**src/fsh_map.svh**
```systemverilog
// Purpose: Offsets, field positions, reset values and timing counts of the flash host.
// Assumes: 32-bit APB data, byte addresses, 250 MHz clock.
// Notes:   Definitions only.
`ifndef FSH_MAP_SVH
`define FSH_MAP_SVH
`define FSH_CLK_NS        4
`define FSH_OFS_CTRL      12'h000
`define FSH_OFS_ADDR      12'h004
`define FSH_OFS_WDATA     12'h008
`define FSH_OFS_RDATA     12'h00C
`define FSH_OFS_STATUS    12'h010
`define FSH_OFS_UNLK_A1   12'h014
`define FSH_OFS_UNLK_A2   12'h018
`define FSH_OFS_CODES     12'h01C
`define FSH_CTRL_OP_LSB   0
`define FSH_CTRL_OP_MSB   2
`define FSH_CTRL_ERASE    3
`define FSH_ST_BUSY       0
`define FSH_ST_READY      1
`define FSH_ST_FAIL       2
`define FSH_ST_TIMER      3
`define FSH_RST_UNLK_A1   20'h00000
`define FSH_RST_UNLK_A2   20'h00000
`define FSH_RST_CODES     16'h0000
`define FSH_DQ_POLL       7
`define FSH_DQ_TOGGLE     6
`define FSH_DQ_LIMIT      5
`define FSH_DQ_TIMER      3
`define FSH_T_SETUP_NS    20
`define FSH_T_STRB_NS     70
`define FSH_T_HOLD_NS     30
`define FSH_T_ERASE_WAIT_NS 100000
`define FSH_SYNC_CYC      3
`define FSH_SETUP_CYC     ((`FSH_T_SETUP_NS + `FSH_CLK_NS - 1) / `FSH_CLK_NS)
`define FSH_STRB_CYC      ((`FSH_T_STRB_NS + `FSH_CLK_NS - 1) / `FSH_CLK_NS)
`define FSH_HOLD_CYC      ((`FSH_T_HOLD_NS + `FSH_CLK_NS - 1) / `FSH_CLK_NS)
`define FSH_ERASE_WAIT_CYC ((`FSH_T_ERASE_WAIT_NS + `FSH_CLK_NS - 1) / `FSH_CLK_NS)
`endif

```
**src/fsh_pkg.sv**
```systemverilog
// Purpose: Types shared by the flash host files.
// Assumes: Nothing beyond the map header.
// Notes:   No constants live here.
package fsh_pkg;
   typedef enum logic [2:0] {OP_NONE, OP_WRITE, OP_READ, OP_CMD, OP_POLL} fsh_op_e;
   typedef enum logic [1:0] {ST_IDLE, ST_SETUP, ST_STRB, ST_HOLD} fsh_state_e;
   typedef struct packed {
      logic        wr;
      logic [19:0] addr;
      logic [15:0] data;
   } fsh_cyc_s;
   typedef struct packed {
      logic        ce_n;
      logic        we_n;
      logic        oe_n;
      logic        dq_oe;
   } fsh_strb_s;
endpackage

```
**src/fsh_ctrl.sv**
```systemverilog
// Purpose: Host controller that drives a parallel flash through its strobes.
// Assumes: APB slave for software, zero wait states, asynchronous flash pins.
// Notes:   Software issues bus cycles, unlock sequences and status polls.
//
// Behaviour
// - Host writes resume; repeats ignored.
// - Host enters ID with two unlocks, command.
// - ID reads repeat; host resets to leave.
// - Host delays toggle checks, re-reads data.
`include "fsh_map.svh"
module fsh_ctrl #(
   parameter int ERASE_WAIT_CYC = `FSH_ERASE_WAIT_CYC
) (
   input  wire logic        clk_i,
   input  wire logic        rst_i,
   input  wire logic        psel,
   input  wire logic        penable,
   input  wire logic        pwrite,
   input  wire logic [11:0] paddr,
   input  wire logic [31:0] pwdata,
   output logic      [31:0] prdata,
   output logic             pready,
   output logic             pslverr,
   output logic      [19:0] fl_addr_o,
   output logic      [15:0] fl_dq_o,
   output logic             fl_dq_oe_o,
   input  wire logic [15:0] fl_dq_i,
   output logic             fl_ce_n_o,
   output logic             fl_we_n_o,
   output logic             fl_oe_n_o,
   input  wire logic        ready_busy_n_out_i
);
   ////////////////////////////////////////////////////////////////////////////////
   // Register file.
   fsh_pkg::fsh_op_e    op_q;
   fsh_pkg::fsh_state_e state_q;
   logic                erase_q;
   logic [19:0]         addr_q;
   logic [15:0]         wdata_q;
   logic [15:0]         rdata_q;
   logic [19:0]         unlk_a1_q;
   logic [19:0]         unlk_a2_q;
   logic [15:0]         codes_q;
   logic                fail_q;
   logic [1:0]          step_q;
   logic [7:0]          cnt_q;
   logic [23:0]         wait_q;
   logic                have_prev_q;
   logic                prev_tog_q;
   logic                limit_q;
   logic                final_q;
   logic [15:0]         dq_sync;
   logic [0:0]          rb_sync;
   wire                 busy     = (state_q != fsh_pkg::ST_IDLE);
   wire                 acc      = psel && penable;
   wire                 wr_acc   = acc && pwrite;
   wire                 sel_ctrl = (paddr == `FSH_OFS_CTRL);
   wire                 sel_addr = (paddr == `FSH_OFS_ADDR);
   wire                 sel_wdat = (paddr == `FSH_OFS_WDATA);
   wire                 sel_rdat = (paddr == `FSH_OFS_RDATA);
   wire                 sel_stat = (paddr == `FSH_OFS_STATUS);
   wire                 sel_ua1  = (paddr == `FSH_OFS_UNLK_A1);
   wire                 sel_ua2  = (paddr == `FSH_OFS_UNLK_A2);
   wire                 sel_code = (paddr == `FSH_OFS_CODES);
   wire                 mapped   = sel_ctrl | sel_addr | sel_wdat | sel_rdat | sel_stat
                                 | sel_ua1 | sel_ua2 | sel_code;
   wire [2:0]           op_wr    = pwdata[`FSH_CTRL_OP_MSB:`FSH_CTRL_OP_LSB];
   wire                 op_ok    = (op_wr >= 3'(fsh_pkg::OP_WRITE))
                                 && (op_wr <= 3'(fsh_pkg::OP_POLL));
   wire                 start    = wr_acc && sel_ctrl && !busy && op_ok;
   wire [31:0]          status   = {28'h0000000, rdata_q[`FSH_DQ_TIMER], fail_q,
                                    rb_sync[0], busy};

   assign pready  = 1'b1;
   assign pslverr = acc && (!mapped || (wr_acc && sel_ctrl && busy));
   assign prdata  = !acc ? 32'h00000000 :
                    sel_ctrl ? {28'h0000000, erase_q, 3'(op_q)} :
                    sel_addr ? {12'h000, addr_q} :
                    sel_wdat ? {16'h0000, wdata_q} :
                    sel_rdat ? {16'h0000, rdata_q} :
                    sel_stat ? status :
                    sel_ua1  ? {12'h000, unlk_a1_q} :
                    sel_ua2  ? {12'h000, unlk_a2_q} :
                    sel_code ? {16'h0000, codes_q} : 32'h00000000;

   always_ff @(posedge clk_i or posedge rst_i)
   begin
      if (rst_i)
      begin
         addr_q    <= 20'h00000;
         wdata_q   <= 16'h0000;
         unlk_a1_q <= `FSH_RST_UNLK_A1;
         unlk_a2_q <= `FSH_RST_UNLK_A2;
         codes_q   <= `FSH_RST_CODES;
         erase_q   <= 1'b0;
      end
      else if (wr_acc && !busy)
      begin
         if (sel_addr)
         begin
            addr_q <= pwdata[19:0];
         end
         else if (sel_wdat)
         begin
            wdata_q <= pwdata[15:0];
         end
         else if (sel_ua1)
         begin
            unlk_a1_q <= pwdata[19:0];
         end
         else if (sel_ua2)
         begin
            unlk_a2_q <= pwdata[19:0];
         end
         else if (sel_code)
         begin
            codes_q <= pwdata[15:0];
         end
         else if (sel_ctrl)
         begin
            erase_q <= pwdata[`FSH_CTRL_ERASE];
         end
      end
   end

   ////////////////////////////////////////////////////////////////////////////////
   // Pin synchronisers.
   fsh_sync #(.W(16)) u_dq_sync (
      .clk_i (clk_i),
      .rst_i (rst_i),
      .d_i   (fl_dq_i),
      .q_o   (dq_sync)
   );
   fsh_sync #(.W(1)) u_rb_sync (
      .clk_i (clk_i),
      .rst_i (rst_i),
      .d_i   (ready_busy_n_out_i),
      .q_o   (rb_sync)
   );

   ////////////////////////////////////////////////////////////////////////////////
   // Cycle selection: unlock pair then command, or a single cycle.
   fsh_pkg::fsh_cyc_s cyc;
   wire               is_cmd = (op_q == fsh_pkg::OP_CMD);
   assign cyc.wr   = (op_q == fsh_pkg::OP_WRITE) || is_cmd;
   assign cyc.addr = !is_cmd ? addr_q :
                     (step_q == 2'd0) ? unlk_a1_q :
                     (step_q == 2'd1) ? unlk_a2_q : addr_q;
   assign cyc.data = !is_cmd ? wdata_q :
                     (step_q == 2'd0) ? {8'h00, codes_q[15:8]} :
                     (step_q == 2'd1) ? {8'h00, codes_q[7:0]} : wdata_q;

   ////////////////////////////////////////////////////////////////////////////////
   // Status poll decisions after each read.
   wire tog     = rdata_q[`FSH_DQ_TOGGLE];
   wire lim     = rdata_q[`FSH_DQ_LIMIT];
   wire hold_er = erase_q && !rdata_q[`FSH_DQ_TIMER]
                  && (wait_q < 24'(ERASE_WAIT_CYC));
   wire stable  = have_prev_q && (tog == prev_tog_q);
   wire failed  = have_prev_q && !stable && limit_q;
   wire is_poll = (op_q == fsh_pkg::OP_POLL);
   wire last    = is_poll ? (final_q || failed) :
                  is_cmd ? (step_q == 2'd2) : 1'b1;

   fsh_pkg::fsh_strb_s strb;
   assign strb.ce_n  = !(state_q == fsh_pkg::ST_SETUP || state_q == fsh_pkg::ST_STRB);
   assign strb.we_n  = !(state_q == fsh_pkg::ST_STRB && cyc.wr);
   assign strb.oe_n  = !(state_q == fsh_pkg::ST_STRB && !cyc.wr);
   assign strb.dq_oe = busy && cyc.wr;
   assign fl_ce_n_o  = strb.ce_n;
   assign fl_we_n_o  = strb.we_n;
   assign fl_oe_n_o  = strb.oe_n;
   assign fl_dq_oe_o = strb.dq_oe;
   assign fl_addr_o  = cyc.addr;
   assign fl_dq_o    = cyc.data;

   ////////////////////////////////////////////////////////////////////////////////
   // Sequencer.
   always_ff @(posedge clk_i or posedge rst_i)
   begin
      if (rst_i)
      begin
         state_q     <= fsh_pkg::ST_IDLE;
         op_q        <= fsh_pkg::OP_NONE;
         step_q      <= 2'd0;
         cnt_q       <= 8'h00;
         rdata_q     <= 16'h0000;
         fail_q      <= 1'b0;
         wait_q      <= 24'h000000;
         have_prev_q <= 1'b0;
         prev_tog_q  <= 1'b0;
         limit_q     <= 1'b0;
         final_q     <= 1'b0;
      end
      else
      begin
         if (busy && wait_q != 24'hFFFFFF)
         begin
            wait_q <= wait_q + 24'h000001;
         end
         case (state_q)
            fsh_pkg::ST_IDLE:
            begin
               if (start)
               begin
                  op_q        <= fsh_pkg::fsh_op_e'(op_wr);
                  step_q      <= 2'd0;
                  fail_q      <= 1'b0;
                  wait_q      <= 24'h000000;
                  have_prev_q <= 1'b0;
                  limit_q     <= 1'b0;
                  final_q     <= 1'b0;
                  cnt_q       <= 8'(`FSH_SETUP_CYC);
                  state_q     <= fsh_pkg::ST_SETUP;
               end
            end
            fsh_pkg::ST_SETUP:
            begin
               if (cnt_q <= 8'h01)
               begin
                  cnt_q   <= cyc.wr ? 8'(`FSH_STRB_CYC) : 8'(`FSH_STRB_CYC + `FSH_SYNC_CYC);
                  state_q <= fsh_pkg::ST_STRB;
               end
               else
               begin
                  cnt_q <= cnt_q - 8'h01;
               end
            end
            fsh_pkg::ST_STRB:
            begin
               if (cnt_q <= 8'h01)
               begin
                  if (!cyc.wr)
                  begin
                     rdata_q <= dq_sync;
                  end
                  cnt_q   <= 8'(`FSH_HOLD_CYC);
                  state_q <= fsh_pkg::ST_HOLD;
               end
               else
               begin
                  cnt_q <= cnt_q - 8'h01;
               end
            end
            fsh_pkg::ST_HOLD:
            begin
               if (cnt_q > 8'h01)
               begin
                  cnt_q <= cnt_q - 8'h01;
               end
               else if (last)
               begin
                  fail_q  <= is_poll && failed;
                  state_q <= fsh_pkg::ST_IDLE;
               end
               else
               begin
                  if (is_cmd)
                  begin
                     step_q <= step_q + 2'd1;
                  end
                  else if (hold_er)
                  begin
                     have_prev_q <= 1'b0;
                  end
                  else if (stable)
                  begin
                     final_q <= 1'b1;
                  end
                  else
                  begin
                     have_prev_q <= 1'b1;
                     prev_tog_q  <= tog;
                     limit_q     <= lim;
                  end
                  cnt_q   <= 8'(`FSH_SETUP_CYC);
                  state_q <= fsh_pkg::ST_SETUP;
               end
            end
            default:
            begin
               state_q <= fsh_pkg::ST_IDLE;
            end
         endcase
      end
   end
endmodule

```
**src/fsh_sync.sv**
```systemverilog
// Purpose: Three-flop synchroniser for pin inputs, one per bit.
// Assumes: Inputs are asynchronous to clk_i.
// Notes:   The output changes only when the second and third flops agree.
module fsh_sync #(
   parameter int W = 1
) (
   input  wire logic         clk_i,
   input  wire logic         rst_i,
   input  wire logic [W-1:0] d_i,
   output logic      [W-1:0] q_o
);
   genvar g;
   generate
      for (g = 0; g < W; g++)
      begin : g_bit
         logic s1_q;
         logic s2_q;
         logic s3_q;
         always_ff @(posedge clk_i or posedge rst_i)
         begin
            if (rst_i)
            begin
               s1_q      <= 1'b0;
               s2_q      <= 1'b0;
               s3_q      <= 1'b0;
               q_o[g]    <= 1'b0;
            end
            else
            begin
               s1_q <= d_i[g];
               s2_q <= s1_q;
               s3_q <= s2_q;
               if (s2_q == s3_q)
               begin
                  q_o[g] <= s3_q;
               end
            end
         end
      end
   endgenerate
endmodule

```
**config.mk**
```make
export PLATFORM = sky130hd
export DESIGN_NAME = fsh_ctrl
export DESIGN_NICKNAME = d
export VERILOG_FILES = /design/src/fsh_pkg.sv /design/src/fsh_ctrl.sv /design/src/fsh_sync.sv
export VERILOG_INCLUDE_DIRS = /design/src
export SDC_FILE = /design/constraint.sdc
export NUM_CORES = 1
export LEC_CHECK = 0
export BUFFER_PORTS_ARGS = -buffer_cell sky130_fd_sc_hd__buf_2
export CORE_MARGIN = 5
export CORE_UTILIZATION = 63
export CTS_CLUSTER_DIAMETER = 50
export DETAILED_ROUTE_END_ITERATION = 12
export HOLD_SLACK_MARGIN = 0.15
export MAX_ROUTING_LAYER = met4
export PLACE_DENSITY = 0.95
export SYNTH_ARGS = -nofsm -noshare
export SYNTH_HDL_FRONTEND = slang
export SYNTH_SLANG_ARGS = --single-unit
```
**constraint.sdc**
```tcl
create_clock -name clk_i -period 16.42 [get_ports clk_i]
set_clock_uncertainty 0.05 [all_clocks]
set_input_delay 1.642 -clock clk_i [delete_from_list [all_inputs] [get_ports clk_i]]
set_output_delay 1.642 -clock clk_i [all_outputs]
set_load 0.05 [all_outputs]
```
==> impl_metrics.csv, run 1 <==
group,metric,value,unit
finish,nets,1122,
critical_path,regToRegEndpoint,"addr_q[9]",
die,die_x,139.7,um
yosys,synth_ff_type,"dfrtp_1",
die,io_pins,140,
global_route,grt_max_degree,140,
status,status,"complete, no violations",
critical_path,rrSetupSlack,12.96,ns
sta,fin_setup_tns,0,ns
critical_path,crit_start,"paddr[2]",
routing,drc,0,
clock_network,cts_max_path_buffers,3,
sta,setup_viol,0,
yosys,synth_largest_area_cell,"dfrtp_1",
min_path,hold_end,"u_dq_sync.g_bit[7].s2_q",
clock_network,postCtsSetupBuffers,0,
clock_network,hold_buffers,0,
global_route,grt_pass1_wl,45310,um
finish,fin_area,12010,um^2
sta,setup_ws,9.755,ns
critical_path,start_kind,"input pin",
routing,vias_per_cell,6.718,
yosys,synthTopCellsByArea,"dfrtp_1, mux2_2, o21ai_0, nand2_1, a21oi_1",
routing,vias,8626,
yosys,synthDominantCellAreaShare,0.5217,
sta,worst_slew_pin_slew,1.385,ns
global_route,track_usage,0.2912,
routing,wl_per_cell,22.00,um
yosys,ys_seq_elements,221,
yosys,synth.distinct_cells,76,
clock_network,tritoncts,"done",
sta,max_clock_freq,0.1500,GHz
clock_network,htree_levels,1,
yosys,yosysWarnings,0,
clock_network,clock_tree.root_cell,"clkbuf_16",
die,coreArea,16520,um^2
finish,area_growth,13.33,%
yosys,syn_area,10600,um^2
yosys,yosysSeqAreaShare,0.5217,
routing,wirelength,28250,um
critical_path,path_max_fanout,40,
die,rows,47,
finish,final_common_cell,"dfrtp_1",
placement,gp_congestion,0.9483,
power_and_ir_drop,ir_drop,0.09629,mV
critical_path,crit_type,"in2out",
yosys,syn_avg_cell_area,11.12,um^2
die,die-area,19520,um^2
routing,first_pass_iters,5,
sta,max-slew-margin-rel,0.07320,
critical_path,crit_path_end_kind,"output port",
global_route,grt_overflow,0,
die,initial_core_util,0.6415,
sta,min_period_over_period,0.4059,
finish,final_cell_mix,"dfrtp_1, buf_2, mux2_2",
global_route,first_global_vias,8554,
critical_path,worstPathArrival,4.97,ns
placement,dp_hpwl,17720,um
critical_path,r2r.worst_path.cells,6,
clock_network,path_clk_slew,0.06,ns
clock_network,clk_latency,0.52,ns
yosys,syn_inst,953,
sta,rsz0062_at_grt,"no",
min_path,hold_path.class,"reg2reg",
sta,period_needed,6.665,ns
yosys,async_flop_share,1.000,
power_and_ir_drop,powerDensity,94.21,nW/um^2
clock_network,numCtsBuffers,24,
min_path,hold_start,"u_dq_sync.g_bit[7].s1_q",
critical_path,worst_ep_required_time,14.73,ns
clock_network,clkSinkCount,221,
yosys,synth-edff-count,0,
global_route,antenna_found_initial,2,
power_and_ir_drop,p_leak,5.438,nW
clock_network,cts_resized,0,
flow_run,maxCapViolations,0,
sta,drv_slew,0,
routing,ant_nets,0,
die,fp.dieH,139.7,um
finish,drive_above_1_share,0.2809,
placement,port-buffer-count,114,
finish,final_core_util,0.7270,
critical_path,rr_startpoint,"state_q[0]",
sta,hold_viol,0,
routing,first_iter_violations,1075,
min_path,worstHoldPathCells,0,
placement,placed_cell_area,11230,um^2
placement,pre_cts_ws,10.07,ns
worst max path at each step:
stage	to	slack (ns)	depth (start not counted)
after floorplan	addr_q[0]	8.68	1
after global placement	prdata[3]	10.18	7
after detailed placement	prdata[3]	10.07	7
after CTS	prdata[3]	10.06	7
after global routing	prdata[3]	9.71	7
final	prdata[3]	9.75	7
per-stage QoR:
step / instances / hold slack [ns] / total power (W)
finish: 1284 / 0.2963 / 0.001132
floorplan: 964 / 0.2812 / 0.0005987
global route: 1283 / 0.3047 / 0.001165
CTS: 1281 / 0.2984 / 0.001136
global placement: 1240 / 0.2811 / 0.0006122
detailed placement: 1240 / 0.2847 / 0.0006145
final cells by class:
type	count	area (um^2)
sequential	221	5530
multi-input combinational	655	4696
fill	1061	4512
clock buffer	32	691.9
timing repair buffer	124	645.6
tap	220	275.3
clock inverter	9	83.83
inverter	20	82.58
antenna	3	7.507
layer usage:
metal	up-vias	track usage	part of all wire
met2	624	0.4432	0.46
met1	4148	0.3725	0.38
met5	-	-	0
met4	0	0.1382	0.055
li1	3687	-	-
met3	167	0.06690	0.11
cell usage after synthesis (6+ instances only):
master and n:
dfrtp_1 221, mux2_2 111, nand2_1 71, o21ai_0 69, a21oi_1 47, nor2_1 39, clkbuf_1 37, a22oi_1 31
nand3_1 22, inv_1 19, buf_4 17, maj3_1 17, nor3_1 16, o211ai_1 15, o221ai_1 14, xnor2_1 13
a31oi_1 12, and2_1 12, nand4_1 11, ha_1 10, nor2b_1 10, and3_1 8, mux2i_1 8, a211oi_1 7
buf_2 7, nor4_1 7, a2111oi_0 6
power breakdown:
part	switching (W)	total (W)	internal, W
Clock	0.000214	0.000526	0.000312
Combinational	0.0000337	0.0000447	0.0000110
Sequential	0.00000555	0.000561	0.000555
state kept, by name (all words and copies together), names as in the netlist, 16 cells and up:
signal                cells
wdata_q                  16
codes_q                  16
unlk_a2_q                20
u_dq_sync.q_o            16
rdata_q                  16
u_dq_sync.g_bit.s3_q     16
addr_q                   20
wait_q                   24
u_dq_sync.g_bit.s2_q     16
unlk_a1_q                20
u_dq_sync.g_bit.s1_q     16
logic make-up after synthesis:
kind of cell	Yosys count	share of synthesized area
xor gates and xnor gates	15	0.01239
adders and majority gates	27	0.02786
muxes	122	0.1287
buffers and inverters	88	0.04131
other	2	0.0007085
DFF	221	0.5217
AOI/OAI and AO/OA	245	0.1520
and+or+nand+nor	233	0.1153
worst max-delay path: stages:
cell	delay (ns)
buf_2	0.53
nor2_1	0.27
and4_2	0.32
nor2_1	1.03
o221ai_1	0.48
o21ai_0	0.36
buf_2	0.32
Note: power is estimated with default switching activity, not from simulation.
==> run 2: changes to the inputs <==
--- a/config.mk
+++ b/config.mk
@@ -8,12 +8,12 @@
 export LEC_CHECK = 0
 export BUFFER_PORTS_ARGS = -buffer_cell sky130_fd_sc_hd__buf_2
 export CORE_MARGIN = 5
-export CORE_UTILIZATION = 63
+export CORE_UTILIZATION = 52
 export CTS_CLUSTER_DIAMETER = 50
 export DETAILED_ROUTE_END_ITERATION = 12
 export HOLD_SLACK_MARGIN = 0.15
 export MAX_ROUTING_LAYER = met4
-export PLACE_DENSITY = 0.95
+export PLACE_DENSITY = 0.86
 export SYNTH_ARGS = -nofsm -noshare
 export SYNTH_HDL_FRONTEND = slang
 export SYNTH_SLANG_ARGS = --single-unit
==> constraint.sdc (replaced) <==
create_clock -name clk_i -period 5.82 [get_ports clk_i]
set_clock_uncertainty 0.05 [all_clocks]
set_input_delay 0.582 -clock clk_i [delete_from_list [all_inputs] [get_ports clk_i]]
set_output_delay 0.582 -clock clk_i [all_outputs]
set_load 0.05 [all_outputs]
==> impl_metrics.csv, run 2 (synthesized netlist as in run 1, its figures left out) <==
group,metric,value,unit
status,status,"complete, no violations",
global_route,first_global_vias,8493,
critical_path,start_kind,"flop",
global_route,grt_max_degree,155,
placement,dp_hpwl,17820,um
die,coreArea,20170,um^2
sta,worst_slew_pin_slew,1.410,ns
die,initial_core_util,0.5256,
global_route,grt_pass1_wl,45450,um
critical_path,crit_path_end_kind,"output port",
clock_network,cts_max_path_buffers,3,
sta,fin_setup_tns,0,ns
finish,ff_latch_area,5530,um^2
sta,period_needed,4.090,ns
critical_path,crit_type,"reg2out",
placement,gp_congestion,0.9338,
critical_path,worstPathArrival,3.46,ns
die,die-area,23340,um^2
critical_path,r2r.worst_path.cells,6,
critical_path,cp-endpoint,"fl_addr_o[2]",
clock_network,htree_levels,1,
clock_network,clkSinkCount,221,
global_route,track_usage,0.2421,
critical_path,crit_start,"step_q[1]",
clock_network,clock_tree.root_cell,"clkbuf_16",
die,die_x,152.8,um
die,io_pins,140,
finish,nFillCells,1540,
finish,area_growth,18.05,%
routing,drc,0,
sta,max-slew-margin-rel,0.05213,
critical_path,regToRegEndpoint,"unlk_a1_q[17]",
clock_network,tritoncts,"done",
finish,fin_area,12510,um^2
sta,min_period_over_period,0.7027,
routing,first_iter_violations,922,
finish,multi_input_area,4691,um^2
finish,largest-register,"wait_q",
global_route,grt_overflow,0,
routing,wl_per_cell,20.64,um
routing,first_pass_iters,5,
sta,max_clock_freq,0.2445,GHz
finish,final_common_cell,"dfrtp_1",
clock_network,path_clk_slew,0.06,ns
placement,port-buffer-count,114,
clock_network,cts_resized,0,
critical_path,rrSetupSlack,1.81,ns
critical_path,rr_startpoint,"state_q[0]",
routing,ant_nets,0,
routing,wirelength,28070,um
sta,rsz0062_at_grt,"no",
routing,vias,8473,
critical_path,path_max_fanout,18,
min_path,hold_start,"pwdata[19]",
placement,pre_cts_ws,1.904,ns
finish,final_cell_mix,"dfrtp_1, buf_2, mux2_2",
clock_network,clk_latency,0.55,ns
clock_network,numCtsBuffers,27,
critical_path,worst_ep_required_time,5.19,ns
clock_network,postCtsSetupBuffers,0,
power_and_ir_drop,p_leak,5.639,nW
sta,drv_slew,0,
placement,placed_cell_area,11310,um^2
power_and_ir_drop,ir_drop,0.2212,mV
sta,setup_ws,1.730,ns
sta,hold_viol,0,
clock_network,hold_buffers,17,
min_path,hold_path.class,"in2reg",
power_and_ir_drop,powerDensity,290.2,nW/um^2
sta,setup_viol,0,
finish,nets,1144,
die,fp.dieH,152.8,um
routing,vias_per_cell,6.230,
global_route,antenna_found_initial,0,
finish,drive_above_1_share,0.2819,
flow_run,maxCapViolations,0,
finish,largest_reg_flops,24,
die,rows,52,
[run 2: power breakdown]
part	total, W	leakage (nW)	internal [W]	switching (W)
Combinational	0.000136	2.33	0.0000401	0.0000957
Clock	0.00191	0.507	0.00124	0.000675
Sequential	0.00158	2.80	0.00157	0.0000142
Total	0.00363	5.64	0.00285	0.000785
[run 2: worst min-delay path by stage]
stage	end	slack [ns]	cells past startpoint
after floorplan	u_dq_sync.g_bit[0].s2_q	0.28	0
after global placement	u_dq_sync.g_bit[9].s2_q	0.28	0
after detailed placement	u_dq_sync.g_bit[10].s2_q	0.29	0
after CTS	unlk_a2_q[19]	0.24	2
after global routing	unlk_a1_q[16]	0.26	2
final	unlk_a2_q[19]	0.25	2
[run 2: critical path: stages, from the launching register on]
cell	delay, ns
dfrtp_1	0.39
inv_1	0.09
ha_1	0.58
nor2b_1	0.68
buf_4	0.36
a22oi_1	0.10
o21ai_0	0.34
buf_2	0.35
[run 2: per-stage QoR]
| stage | total power (W) | hold slack (ns) | utilization | std cells |
|---|---|---|---|---|
| floorplan | 0.001690 | 0.2812 | - | 964 |
| global placement | 0.001730 | 0.2811 | 0.5608 | 1292 |
| detailed placement | 0.001735 | 0.2855 | 0.5608 | 1292 |
| CTS | 0.003652 | 0.2380 | 0.6203 | 1359 |
| global route | 0.003733 | 0.2634 | 0.6203 | 1359 |
| finish | 0.003631 | 0.2479 | 0.6204 | 1360 |
[run 2: area by class of cell]
| type | instances | area share |
|---|---|---|
| inverter | 20 | 0.006299 |
| tap | 270 | 0.02700 |
| timing repair buffer | 143 | 0.06739 |
| clock inverter | 17 | 0.02490 |
| multi-input combinational | 655 | 0.3749 |
| antenna | 1 | 0.0002000 |
| sequential | 221 | 0.4420 |
| clock buffer | 33 | 0.05739 |
[run 2: layer usage]
layer | vias up | share of wire | GRT usage
met2 | 438 | 0.47 | 0.3766
li1 | 3720 | - | -
met4 | 0 | 0.035 | 0.08613
met3 | 87 | 0.086 | 0.03863
met1 | 4228 | 0.41 | 0.3254
met5 | - | 0 | -
